**config.mk**
```make
export PLATFORM = sky130hd
export DESIGN_NAME = acalo_core
export DESIGN_NICKNAME = d
export VERILOG_FILES = /design/src/shared/acalo_pkg.sv /design/src/verilog/acalo_alu.sv /design/src/verilog/acalo_core.sv
export SDC_FILE = /design/constraint.sdc
export NUM_CORES = 1
export LEC_CHECK = 0
export ABC_AREA = 0
export BUFFER_PORTS_ARGS = -buffer_cell sky130_fd_sc_hd__buf_2
export CAP_MARGIN = 30
export CORE_MARGIN = 2
export CORE_UTILIZATION = 61
export CTS_CLUSTER_DIAMETER = 30
export CTS_CLUSTER_SIZE = 12
export DETAILED_ROUTE_END_ITERATION = 10
export HOLD_SLACK_MARGIN = 0.06
export PLACE_DENSITY = 0.82
export SLEW_MARGIN = 0
export SYNTH_ARGS = -nofsm -noshare
export SYNTH_HDL_FRONTEND = slang
export SYNTH_SLANG_ARGS = --single-unit
```
**constraint.sdc**
```tcl
create_clock -name clock -period 8.3 [get_ports clock]
set_input_delay 0.415 -clock clock [delete_from_list [all_inputs] [get_ports clock]]
set_output_delay 0.415 -clock clock [all_outputs]
set_load 0.01 [all_outputs]
```
**src/shared/acalo_pkg.sv**
```systemverilog
// Shared constants, types and field layouts for the add-carry / logic-op execution block.
// What this block does
// - Add-with-carry sums accumulator, file and carry, sets flags.
// - Destination bit 0 writes sum to accumulator.
// - Destination bit 1 writes sum to file.
// - Bank bit 0 selects the access bank.
// - Bank bit 1 uses bank select register.
// - Extended set, bank 0, address up to 5F: indexed.
// - AND literal into accumulator, updates only negative, zero.
// - AND accumulator with file to chosen destination.
package acalo_pkg;

  // Opcode patterns
  localparam logic [5:0] ACALO_OPC_ADD_WITH_CARRY_TO_FILE = 6'h08;
  localparam logic [7:0] ACALO_OPC_AND_LITERAL_TO_ACCUMULATOR = 8'h0b;
  localparam logic [5:0] ACALO_OPC_AND_ACCUMULATOR_WITH_FILE = 6'h05;

  // Instruction field positions
  localparam int unsigned ACALO_DEST_BIT = 9;
  localparam int unsigned ACALO_BANK_BIT = 8;

  // Highest file address that the indexed mode and low access bank cover
  localparam logic [7:0] ACALO_INDEX_LIMIT = 8'h5f;
  localparam logic [3:0] ACALO_ACCESS_HIGH_PAGE = 4'hf;

  // Register bus offsets
  localparam logic [3:0] ACALO_REG_ACCUMULATOR = 4'h0;
  localparam logic [3:0] ACALO_REG_STATUS = 4'h1;
  localparam logic [3:0] ACALO_REG_BANK_SELECT = 4'h2;
  localparam logic [3:0] ACALO_REG_CONTROL = 4'h3;
  localparam logic [3:0] ACALO_REG_INDEX_LOW = 4'h4;
  localparam logic [3:0] ACALO_REG_INDEX_HIGH = 4'h5;

  // Reset values
  localparam logic [7:0] ACALO_RST_ACCUMULATOR = 8'h00;
  localparam logic [4:0] ACALO_RST_STATUS = 5'h00;
  localparam logic [3:0] ACALO_RST_BANK_SELECT = 4'h0;
  localparam logic ACALO_RST_EXTENDED = 1'b0;
  localparam logic [11:0] ACALO_RST_INDEX_BASE = 12'h000;

  // Status flags, bit 4 down to bit 0 of the status register
  typedef struct packed {
    logic negative;
    logic overflow_flag;
    logic zero;
    logic digit_carry_flag;
    logic carry;
  } acalo_flags_t;

  // Data memory request, one cycle per strobe
  typedef struct packed {
    logic rd_en;
    logic wr_en;
    logic [11:0] addr;
    logic [7:0] wr_data;
  } acalo_mem_req_t;

  typedef enum logic [1:0] {
    ACALO_ALU_ADDC = 2'b00,
    ACALO_ALU_AND = 2'b01
  } acalo_alu_op_t;

  typedef enum logic [1:0] {
    ACALO_KIND_NONE = 2'b00,
    ACALO_KIND_ADDC_FILE = 2'b01,
    ACALO_KIND_AND_LITERAL = 2'b10,
    ACALO_KIND_AND_FILE = 2'b11
  } acalo_kind_t;

  // Four phases of one instruction cycle plus idle
  typedef enum logic [2:0] {
    ACALO_ST_IDLE = 3'b000,
    ACALO_ST_DECODE = 3'b001,
    ACALO_ST_READ = 3'b010,
    ACALO_ST_PROCESS = 3'b011,
    ACALO_ST_WRITE = 3'b100
  } acalo_state_t;

endpackage

```
**src/verilog/acalo_alu.sv**
```systemverilog
// Combinational arithmetic and logic unit with flag generation.
`timescale 1ns/1ps
module acalo_alu
  import acalo_pkg::*;
(
  input acalo_alu_op_t op,
  input wire logic [7:0] acc,
  input wire logic [7:0] operand,
  input wire logic carry_in,
  input acalo_flags_t flags_in,
  output logic [7:0] result,
  output acalo_flags_t flags_out
);

  logic [8:0] sum;
  logic [4:0] low_sum;

  // Full and nibble sums; nibble carry gives the digit carry
  always_comb begin
    sum = {1'b0, acc} + {1'b0, operand} + {8'h00, carry_in};
    low_sum = {1'b0, acc[3:0]} + {1'b0, operand[3:0]} + {4'h0, carry_in};
    flags_out = flags_in;
    if (op == ACALO_ALU_ADDC) begin
      result = sum[7:0];
      flags_out.carry = sum[8];
      flags_out.digit_carry_flag = low_sum[4];
      // Signed overflow: like-signed inputs, differently signed result
      flags_out.overflow_flag = (acc[7] == operand[7]) && (sum[7] != acc[7]);
    end else begin
      // Logic ops leave carry, digit carry and overflow untouched
      result = acc & operand;
    end
    flags_out.negative = result[7];
    flags_out.zero = (result == 8'h00);
  end

endmodule

```
**src/verilog/acalo_core.sv**
```systemverilog
// Execution block for add-with-carry and the two AND instructions, with register port.
`timescale 1ns/1ps
module acalo_core
  import acalo_pkg::*;
(
  input wire logic clock,
  input wire logic rst,
  input wire logic instr_valid,
  input wire logic [15:0] instr_word,
  output logic instr_ready,
  output acalo_mem_req_t mem_req,
  input wire logic [7:0] mem_rd_data,
  output logic done,
  output logic unsupported,
  input wire logic [3:0] reg_addr,
  input wire logic [7:0] reg_wdata,
  input wire logic reg_wr,
  input wire logic reg_rd,
  output logic [7:0] reg_rdata
);

  // Resolve an 8-bit file address into a 12-bit data address
  function automatic logic [11:0] acalo_resolve(
    input logic [7:0] f,
    input logic bank,
    input logic ext,
    input logic [3:0] bank_select_register,
    input logic [11:0] base
  );
    logic [11:0] addr;
    addr = {ACALO_ACCESS_HIGH_PAGE, f};
    if (bank) begin
      addr = {bank_select_register, f};
    end else if (ext && (f <= ACALO_INDEX_LIMIT)) begin
      addr = base + {4'h0, f};
    end else if (f <= ACALO_INDEX_LIMIT) begin
      addr = {4'h0, f};
    end
    return addr;
  endfunction

  // Classify an instruction word
  function automatic acalo_kind_t acalo_classify(input logic [15:0] w);
    acalo_kind_t k;
    k = ACALO_KIND_NONE;
    if (w[15:10] == ACALO_OPC_ADD_WITH_CARRY_TO_FILE) begin
      k = ACALO_KIND_ADDC_FILE;
    end else if (w[15:8] == ACALO_OPC_AND_LITERAL_TO_ACCUMULATOR) begin
      k = ACALO_KIND_AND_LITERAL;
    end else if (w[15:10] == ACALO_OPC_AND_ACCUMULATOR_WITH_FILE) begin
      k = ACALO_KIND_AND_FILE;
    end
    return k;
  endfunction

  acalo_state_t state_q, state_d;
  acalo_kind_t kind_q, kind_d;
  logic [15:0] instr_q, instr_d;
  logic ready_q, ready_d;
  logic done_q, done_d;
  logic unsup_q, unsup_d;
  acalo_mem_req_t mem_req_q, mem_req_d;
  logic [11:0] addr_q, addr_d;

  logic [7:0] acc_q, acc_d;
  acalo_flags_t flags_q, flags_d;
  logic [3:0] bsr_q, bsr_d;
  logic ext_q, ext_d;
  logic [11:0] base_q, base_d;
  logic [7:0] rdata_q, rdata_d;

  acalo_alu_op_t alu_op;
  logic [7:0] alu_operand;
  logic [7:0] alu_result;
  acalo_flags_t alu_flags;

  // Operand source: the literal for AND-literal, otherwise the file byte just read
  always_comb begin
    alu_op = (kind_q == ACALO_KIND_ADDC_FILE) ? ACALO_ALU_ADDC : ACALO_ALU_AND;
    alu_operand = (kind_q == ACALO_KIND_AND_LITERAL) ? instr_q[7:0] : mem_rd_data;
  end

  acalo_alu u_alu (
    .op(alu_op),
    .acc(acc_q),
    .operand(alu_operand),
    .carry_in(flags_q.carry & (kind_q == ACALO_KIND_ADDC_FILE)),
    .flags_in(flags_q),
    .result(alu_result),
    .flags_out(alu_flags)
  );

  // Sequencer through the four phases
  always_comb begin
    state_d = state_q;
    kind_d = kind_q;
    instr_d = instr_q;
    addr_d = addr_q;
    done_d = 1'b0;
    unsup_d = 1'b0;
    mem_req_d = '0;
    case (state_q)
      ACALO_ST_IDLE: begin
        if (instr_valid && ready_q) begin
          instr_d = instr_word;
          state_d = ACALO_ST_DECODE;
        end
      end
      ACALO_ST_DECODE: begin
        kind_d = acalo_classify(instr_q);
        // Shared addressing for both file ops
        addr_d = acalo_resolve(instr_q[7:0], instr_q[ACALO_BANK_BIT], ext_q, bsr_q, base_q);
        if (kind_d == ACALO_KIND_NONE) begin
          // Foreign opcodes are dropped without side effects
          unsup_d = 1'b1;
          state_d = ACALO_ST_IDLE;
        end else begin
          if (kind_d != ACALO_KIND_AND_LITERAL) begin
            mem_req_d.rd_en = 1'b1;
            mem_req_d.addr = addr_d;
          end
          state_d = ACALO_ST_READ;
        end
      end
      ACALO_ST_READ: begin
        // File byte returns in the cycle after the read strobe
        state_d = ACALO_ST_PROCESS;
      end
      ACALO_ST_PROCESS: begin
        if ((kind_q != ACALO_KIND_AND_LITERAL) && instr_q[ACALO_DEST_BIT]) begin
          mem_req_d.wr_en = 1'b1;
          mem_req_d.addr = addr_q;
          mem_req_d.wr_data = alu_result;
        end
        done_d = 1'b1;
        state_d = ACALO_ST_WRITE;
      end
      ACALO_ST_WRITE: begin
        state_d = ACALO_ST_IDLE;
      end
      default: begin
        state_d = ACALO_ST_IDLE;
      end
    endcase
    ready_d = (state_d == ACALO_ST_IDLE);
  end

  // Sequencer registers
  always_ff @(posedge clock) begin
    if (rst) begin
      state_q <= ACALO_ST_IDLE;
      kind_q <= ACALO_KIND_NONE;
      instr_q <= 16'h0000;
      addr_q <= 12'h000;
      ready_q <= 1'b0;
      done_q <= 1'b0;
      unsup_q <= 1'b0;
      mem_req_q <= '0;
    end else begin
      state_q <= state_d;
      kind_q <= kind_d;
      instr_q <= instr_d;
      addr_q <= addr_d;
      ready_q <= ready_d;
      done_q <= done_d;
      unsup_q <= unsup_d;
      mem_req_q <= mem_req_d;
    end
  end

  // Architectural state and register port; the commit comes last so it wins over software
  always_comb begin
    acc_d = acc_q;
    flags_d = flags_q;
    bsr_d = bsr_q;
    ext_d = ext_q;
    base_d = base_q;
    rdata_d = 8'h00;
    if (reg_wr) begin
      case (reg_addr)
        ACALO_REG_ACCUMULATOR: acc_d = reg_wdata;
        ACALO_REG_STATUS: flags_d = reg_wdata[4:0];
        ACALO_REG_BANK_SELECT: bsr_d = reg_wdata[3:0];
        ACALO_REG_CONTROL: ext_d = reg_wdata[0];
        ACALO_REG_INDEX_LOW: base_d = {base_q[11:8], reg_wdata};
        ACALO_REG_INDEX_HIGH: base_d = {reg_wdata[3:0], base_q[7:0]};
        default: begin
        end
      endcase
    end
    if (reg_rd) begin
      // Unmapped offsets read as zero
      case (reg_addr)
        ACALO_REG_ACCUMULATOR: rdata_d = acc_q;
        ACALO_REG_STATUS: rdata_d = {3'h0, flags_q};
        ACALO_REG_BANK_SELECT: rdata_d = {4'h0, bsr_q};
        ACALO_REG_CONTROL: rdata_d = {7'h00, ext_q};
        ACALO_REG_INDEX_LOW: rdata_d = base_q[7:0];
        ACALO_REG_INDEX_HIGH: rdata_d = {4'h0, base_q[11:8]};
        default: rdata_d = 8'h00;
      endcase
    end
    if (state_q == ACALO_ST_PROCESS) begin
      flags_d = alu_flags;
      if ((kind_q == ACALO_KIND_AND_LITERAL) || !instr_q[ACALO_DEST_BIT]) begin
        acc_d = alu_result;
      end
    end
  end

  // Architectural registers
  always_ff @(posedge clock) begin
    if (rst) begin
      acc_q <= ACALO_RST_ACCUMULATOR;
      flags_q <= ACALO_RST_STATUS;
      bsr_q <= ACALO_RST_BANK_SELECT;
      ext_q <= ACALO_RST_EXTENDED;
      base_q <= ACALO_RST_INDEX_BASE;
      rdata_q <= 8'h00;
    end else begin
      acc_q <= acc_d;
      flags_q <= flags_d;
      bsr_q <= bsr_d;
      ext_q <= ext_d;
      base_q <= base_d;
      rdata_q <= rdata_d;
    end
  end

  // Outputs straight from flops
  assign instr_ready = ready_q;
  assign mem_req = mem_req_q;
  assign done = done_q;
  assign unsupported = unsup_q;
  assign reg_rdata = rdata_q;

endmodule

```
# Word-level counts from Yosys, hierarchy flattened
# Index checks and enable logic that the tools add are counted.
# op_classes
addsub,5
n_lt_le_gt_ge,1
n_eq_ne,18
n_mux,31
n_bitwise,8
n_reduce_logical,26
# op_table
op,count
two-way mux 12 bit,5
two-way mux 8 bit,6
one-hot mux 12 bit (2 select lines),2
one-hot mux 8 bit (6 select lines),1
two-way mux 21 bit,1
two-way mux 5 bit,3
adder 12 x 8 -> 12 bit,1
two-way mux 2 bit,6
one-hot mux 3 bit (4 select lines),1
adder 8 x 8 -> 9 bit,1
adder 9 x 1 -> 9 bit,1
AND reduction 3 bit,3
bitwise AND 8 bit,1
"== test 4 x 2 -> 1 bit, second input constant",2
"== test 4 x 3 -> 1 bit, second input constant",2
"== test 8 x 4 -> 1 bit, second input constant",1
"<= comparator 8 x 7 -> 1 bit, second input constant",1
logical NOT 8 bit,1
AND reduction 2 bit,4
"== test 3 x 2 -> 1 bit, second input constant",2
"== test 6 x 3 -> 1 bit, second input constant",1
"== test 6 x 4 -> 1 bit, second input constant",1
logical NOT 3 bit,2
NOT 1 bit,6
other kinds (21),34
# word_totals
reg_bits,96
out_inout_bits,33

# Longest topological paths before layout
# Gate-level depths: netlist of run 1.
# depth
ltp_word,9
mapped_depth,11

# Hierarchy
# Synthesis of run 1 repeated with hierarchy kept, for this count alone.
# unflattened
hier_cells,627
hier_area_um2,5165.0
# by_module_without_submodules
mod,n_inst,cells_each,area_per_inst_um2,seq_area_each_um2
acalo_core,1,531,4486.8,1921.8
acalo_alu,1,96,678.2,0.0

# Worst setup path before layout of run 1
# OpenSTA, ideal clock, no wires.
# synth_path
path_kind,register -> register
from,register kind_q[0]
to,register flags_q[2] (netlist name)
setup_time_ns,0.116
t_arrival_ns,3.011
setup_slack_ns,5.173
stages_incl_launch_ff,12
n_path_buf,1
path_cell_list,dfxtp_1 -> nand2b_1 -> clkbuf_1 -> mux2_2 -> fa_1 -> fa_1 -> a21o_1 -> a21oi_1 -> xor2_1 -> o21ai_0 -> nor4_1 -> a31o_2
# synth_via
elab_chain_len,7
elab_cells_between_ends,12
# synth_rtl
item,line_no,text
"start, declared",acalo_core.sv:57,"acalo_kind_t kind_q, kind_d;"
"start signal, assigned",acalo_core.sv:161,kind_q <= kind_d;
== test 2 bit,acalo_core.sv:80,alu_operand = (kind_q == ACALO_KIND_AND_LITERAL) ? instr_q[7:0] : mem_rd_data;
two-way mux 8 bit,acalo_core.sv:80,
adder 8 x 8 -> 9 bit,acalo_alu.sv:20,"sum = {1'b0, acc} + {1'b0, operand} + {8'h00, carry_in};"
adder 9 x 1 -> 9 bit,acalo_alu.sv:20,
two-way mux 8 bit (*),acalo_alu.sv:23,if (op == ACALO_ALU_ADDC) begin
logical NOT 8 bit (*),acalo_alu.sv:34,flags_out.zero = (result == 8'h00);
two-way mux 5 bit (*),acalo_core.sv:203,if (state_q == ACALO_ST_PROCESS) begin
"end signal, assigned",acalo_core.sv:222,flags_q <= flags_d;
"end, declared",acalo_core.sv:66,"acalo_flags_t flags_q, flags_d;"
# Mark *: on every way between the ends. The rest lies on a longest branch, timed or not.
# A chain may end at the register's enable or synchronous reset.

# Worst setup path in the final report of run 1
# Ends and elaborated chain as after synthesis.

==> run_results.csv, run 1 <==
group,metric,value,unit
detailed_routing,dr.first_iter.drc_count,226,
timing,fin_hold_ws,270,ps
layout,area_delta_synth_final,12.9,%
critical_path,critical_path_class,"register to register",
grt,grt_max_degree,70,
detailed_routing,ant_nets,0,
detailed_routing,viasPerCell,6.03,
synthesis,netlist.area_leader.share,40.0,%
detailed_routing,vias,4469,
grt,grtUsageTotal,30.9,%
grt,grt_first_pass_wirelength,21000,um
place,dp.cells,725,
grt,grt_antenna_before_repair,0,
run,cap_violations,0,
layout,mostFrequentLayoutCell,"dfxtp_1",
detailed_routing,routed_wl,12800,um
power_and_ir_drop,total_power,0.909,mW
clocking,cts_htree_levels,3,
power_and_ir_drop,leakagePower,2.11,nW
synthesis,synth_edf_count,0,
clocking,cts-resized-gates,0,
clocking,cts_buffers,9,
floorplanning,initial_core_util,62.5,%
timing,finalSetupViolCount,0,
clocking,path_clk_slew,100,ps
critical_path,endpoint_kind,"register",
timing,slew_headroom,47.5,%
grt,grt_overflow,0,
critical_path,worst-r2r-setup-slack,4830,ps
timing,hold_viol,0,
layout,final_util,70.6,%
synthesis,synth_ff_type,"dfxtp_1",
floorplanning,dieArea,8610,um2
floorplanning,io_pins,74,
power_and_ir_drop,pwr_density_cell,168,nW/um2
clocking,root_buffer,"clkbuf_8",
layout,drive_gt1_share,18.3,%
synthesis,syn_nets,635,
critical_path,worstPathRequired,8620,ps
synthesis,synth_area_leaders,"dfxtp_1 40%, nand2_1 6.7%, a21oi_1 6.2%",
layout,instances_no_fill,741,
synthesis,synth_area_leader_cell,"dfxtp_1",
synthesis,netlist_area,4810,um2
outcome,outcome,"finished clean",
clocking,cts_setup_buffers,0,
critical_path,crit_fanout,11,
detailed_routing,post_drt_wl_per_cell,17.2,um
timing,fmax,288,MHz
clocking,tritoncts,"built",
floorplanning,fp.dieH,92.8,um
detailed_routing,drc_errors,0,
synthesis,ys_ff_latch,96,
clocking,cts_sinks,96,
synthesis,netlist_instances,575,
detailed_routing,dr.pass1.iters,4,
layout,antenna_cells,0,
floorplanning,core-area,7690,um2
grt,first_global_vias,4313,
timing,period_needed,3470,ps
floorplanning,die_w,92.8,um
hold_path,min_path_type,"primary input to register",
floorplanning,rows,32,
synthesis,async_reset_ff_share,0,%
place,io_buffers,73,
synthesis,ys_seq_area_share,40.0,%
clocking,clkLatencyLatePin,370,ps
timing,rsz0062_at_grt,"no",
synthesis,ys_types,66,
timing,fin_crit_sh,41.8,%
timing,finClkSkew,12.7,ps
timing,tightest_slew,782,ps
synthesis,synth_warnings,0,
synthesis,synth.avg_cell_area,8.36,um2
power_and_ir_drop,ir_drop,90.6,uV
place,dp_hpwl,9430,um
timing,maxSlewViolCount,0,
place,gp_congestion,0.856,
clocking,clockBufferDepth,2,
critical_path,arrival,3790,ps
critical_path,worst_setup_path_start_kind,"register",
timing,setup_tns,0,ps
clocking,holdBufCountCts,0,
layout,layout_common_cells,"96 x dfxtp_1, 86 x nand2_1, 73 x buf_2",
layout,layout.nets,694,
## per-stage QoR
| step | setup WS (ps) | cell area [um2] |
|---|---|---|
| 6_report | 4830 | 5430 |
| 5_1_grt | 4670 | 5430 |
| 4_1_cts | 4880 | 5430 |
| 3_5_place_dp | 4930 | 5200 |
| 3_3_place_gp | 5050 | 5200 |
| 2_1_floorplan | 5170 | 4810 |
## layout make-up
type,count,area (um2)
clock inverter,6,91.3
clock buffer,10,138
multi-input combinational,438,2710
fill,661,2260
tap,102,128
inverter,13,48.8
sequential,96,1920
timing repair buffer,76,388
## state kept, by name (all words and copies together), names as in the netlist, 2 cells and up
register and cells:
addr_q 12, reg_rdata 8, flags_q 5, bsr_q 4
kind_q 2, acc_q 8, instr_q 16, state_q 3
base_q 12, mem_req 22
## worst paths after layout
check,startpoint,end,depth (start not counted)
setup reg to reg,kind_q[0],flags_q[2],10
setup / recovery,kind_q[0],flags_q[2],10
hold reg to reg,instr_q[14],instr_q[14],2
hold / removal,instr_word[13],instr_q[13],3
## logic make-up (layout without fill, tap and decap cells)
logic type                 Yosys count  after routing  synth area share [%]
muxes                               19             19                  4.19
buffers and inverters               41            105                  3.64
DFF                                 96             96                  40.0
adders and majority gates           19             19                  5.41
AOI/OAI and AO/OA                  161            161                  22.1
and+or+nand+nor                    226            226                  22.3
xor gates and xnor gates            13             13                  2.37
## cells in the mapped netlist (all sizes together) (4+ instances only)
library cell	count
dfxtp	96
nand2	87
a21oi	62
nor2	57
nand3	32
a211oi	29
clkbuf	18
ha	16
o21ai	16
nor3	13
a22oi	12
inv	12
buf	10
mux2i	10
mux2	9
xnor2	8
and3	7
a31oi	6
nand2b	6
o21a	5
xor2	5
a21o	4
and2	4
nor4	4
o31ai	4
## routing by layer
metal	up-vias	share of wire, %	GRT usage, %
li1	2186	-	-
met1	2087	44	39.3
met2	174	48	53.0
met3	22	6.0	5.04
met4	0	1.8	10.9
met5	-	0	0
## power breakdown
group / leakage [nW] / switching, mW / internal, mW
clock: 0.117 / 0.170 / 0.180
combinational: 1.21 / 0.0483 / 0.0311
sequential: 0.777 / 0.0112 / 0.470
## worst max-delay path: stages (launching register included)
cell      delay (ps)
dfxtp_1          360
nand2b_1         430
mux2_2           420
fa_1             460
fa_1             440
a21o_1           170
a21oi_1          240
xor2_1           180
o21ai_0          150
nor4_1           370
a31o_2           200
No activity file was read; power rests on OpenSTA's default activity.
==> run 2, diff against run 1 <==
--- a/config.mk
+++ b/config.mk
@@ -9,12 +9,12 @@
 export BUFFER_PORTS_ARGS = -buffer_cell sky130_fd_sc_hd__buf_2
 export CAP_MARGIN = 30
 export CORE_MARGIN = 2
-export CORE_UTILIZATION = 61
+export CORE_UTILIZATION = 51
 export CTS_CLUSTER_DIAMETER = 30
 export CTS_CLUSTER_SIZE = 12
 export DETAILED_ROUTE_END_ITERATION = 10
 export HOLD_SLACK_MARGIN = 0.06
-export PLACE_DENSITY = 0.82
+export PLACE_DENSITY = 0.73
 export SLEW_MARGIN = 0
 export SYNTH_ARGS = -nofsm -noshare
 export SYNTH_HDL_FRONTEND = slang
==> constraint.sdc (replaced) <==
create_clock -name clock -period 2.8 [get_ports clock]
set_input_delay 0.14 -clock clock [delete_from_list [all_inputs] [get_ports clock]]
set_output_delay 0.14 -clock clock [all_outputs]
set_load 0.01 [all_outputs]
==> run 2 against run 1 <==
Non-clock buffer count rose by 33. Clock-buffer cell count stayed put. Critical path depth did not move. Utilization shrank 8.4 points. Combinational power grew to 3.5 times the previous value. Global-route usage decreased by 4.1 points. Hold slack got worse by 180 ps. Sequential share of layout area is 1.8 points lower. Clock power increased by 140%. Worst setup slack got worse by 4800 ps. Flip-flop and latch count did not move. Final area grew 5.4%.
==> run_results.csv, run 2 (synthesis results as in run 1) <==
group,metric,value,unit
critical_path,endpoint_kind,"register",
place,place_ws,71.0,ps
layout,mostFrequentLayoutCell,"dfxtp_1",
power_and_ir_drop,p_int,1.84,mW
floorplanning,die_w,101,um
layout,largest_reg_flops,22,
floorplanning,io_pins,74,
clocking,cts_buffers,9,
floorplanning,fp.dieH,101,um
critical_path,worst_setup_path_start_kind,"register",
detailed_routing,post_drt_wl_per_cell,17.4,um
critical_path,cp_num_buf_inv,0,
power_and_ir_drop,ir_drop,258,uV
detailed_routing,ant_nets,0,
detailed_routing,routed_wl,13600,um
layout,postLayoutCellArea,5720,um2
critical_path,cp_top_family,"adder cells",
timing,finClkSkew,16.2,ps
grt,grt_max_degree,46,
floorplanning,rows,35,
grt,grtUsageTotal,26.8,%
timing,fin_crit_sh,99.6,%
clocking,cts_htree_levels,3,
layout,antenna_cells,0,
place,gp_congestion,0.929,
place,dp_hpwl,9670,um
floorplanning,dieArea,10200,um2
power_and_ir_drop,clock_power_share,33.0,%
timing,fmax,359,MHz
layout,drive_gt1_share,20.5,%
critical_path,arrival,3110,ps
layout,area_delta_synth_final,18.9,%
timing,maxSlewViolCount,0,
clocking,root_buffer,"clkbuf_8",
grt,grt_first_pass_wirelength,21500,um
timing,finalSetupViolCount,0,
place,place_area,5290,um2
clocking,clkLatencyLatePin,370,ps
clocking,cts_sinks,96,
outcome,outcome,"finished clean",
layout,layout_common_cells,"96 x dfxtp_1, 86 x nand2_1, 73 x buf_2",
floorplanning,core-area,9200,um2
critical_path,max_stage_delay,440,ps
timing,slew_headroom,48.4,%
power_and_ir_drop,leakagePower,2.24,nW
floorplanning,initial_core_util,52.3,%
grt,first_global_vias,4247,
critical_path,crit_fanout,4,
detailed_routing,drc_errors,0,
detailed_routing,dr.pass1.iters,5,
power_and_ir_drop,swShare,27.4,%
timing,period_needed,2790,ps
critical_path,critical_path_class,"register to register",
layout,layout.nets,727,
detailed_routing,dr.first_iter.drc_count,269,
grt,grt_antenna_before_repair,0,
clocking,tritoncts,"built",
critical_path,worstPathRequired,3120,ps
detailed_routing,vias,4661,
detailed_routing,viasPerCell,5.95,
hold_path,min_path_type,"primary input to register",
power_and_ir_drop,switching_power,0.695,mW
critical_path,worst_path_most_repeated_cell,"fa_2",
timing,hold_viol,0,
place,io_buffers,73,
clocking,path_clk_slew,100,ps
critical_path,path_cells,"nand2b_4 -> mux2_4 -> fa_2 -> fa_2 -> a21o_1 -> a21oi_2 -> xor2_1 -> o21ai_2 -> nor4_1 -> a31o_2",
timing,fin_ws,11.7,ps
power_and_ir_drop,seqPwrFrac,56.1,%
clocking,clockBufferDepth,2,
layout,instances_no_fill,783,
power_and_ir_drop,p_comb_share,10.9,%
critical_path,critical_path.slowest_cell,"dfxtp_1",
place,dp.cells,744,
run,cap_violations,0,
power_and_ir_drop,pwr_density_cell,443,nW/um2
timing,tightest_slew,755,ps
grt,grt_overflow,0,
## run 2: final timing paths
kind                                   start          end  slack, ps  depth (start not counted)
worst max-delay path               kind_q[1]   flags_q[2]         10                         10
worst min-delay path            reg_wdata[2]   base_q[10]         90                          3
worst max register to register     kind_q[1]   flags_q[2]         10                         10
worst min register to register     addr_q[9]  mem_req[17]        460                          2
## run 2: per-layer routing
metal,vias up,track usage (%),routed length (um)
met5,-,0,0
met3,33,3.47,862
met2,220,43.4,6470
li1,2254,-,-
met1,2154,36.6,5960
met4,0,9.98,327
## run 2: power groups by stage
stage,Sequential (mW),Combinational (mW),Clock [mW]
detailed placement,1.45,0.244,0
CTS,1.42,0.267,0.842
floorplan,1.44,0.159,0
global placement,1.45,0.239,0
global route,1.42,0.301,0.914
finish,1.42,0.276,0.837
## run 2: area by class of cell
| type | instances | area (um2) |
|---|---|---|
| inverters | 13 | 48.8 |
| flip-flops and latches | 96 | 1920 |
| clock buffers | 10 | 128 |
| clock inverters | 6 | 43.8 |
| repair buffers | 109 | 686 |
| well taps | 111 | 139 |
| multi-input cells | 438 | 2750 |
| fillers | 817 | 3480 |
## run 2: tightest hold or removal path, cell delays in order
cell and delay (ps):
buf_2 140, nand3_1 70, a21oi_1 50
## run 2: through the flow
stage	hold slack [ps]	setup TNS (ps)	util, %	power, mW
final	85.7	0	62.2	2.53
after global routing	79.3	-162	62.2	2.64
after CTS	77.5	0	61.5	2.53
after detailed placement	386	0	57.5	1.70
after global placement	384	0	57.5	1.69
after floorplan	276	0	-	1.60
## run 2: repair_timing
action / CTS / global route
hold buffers: 20 / 0
resized for setup: 0 / 8
endpoints found under the setup margin: 0 / 5
setup buffers: 0 / 3
hold endpoints to repair: 20 / 0
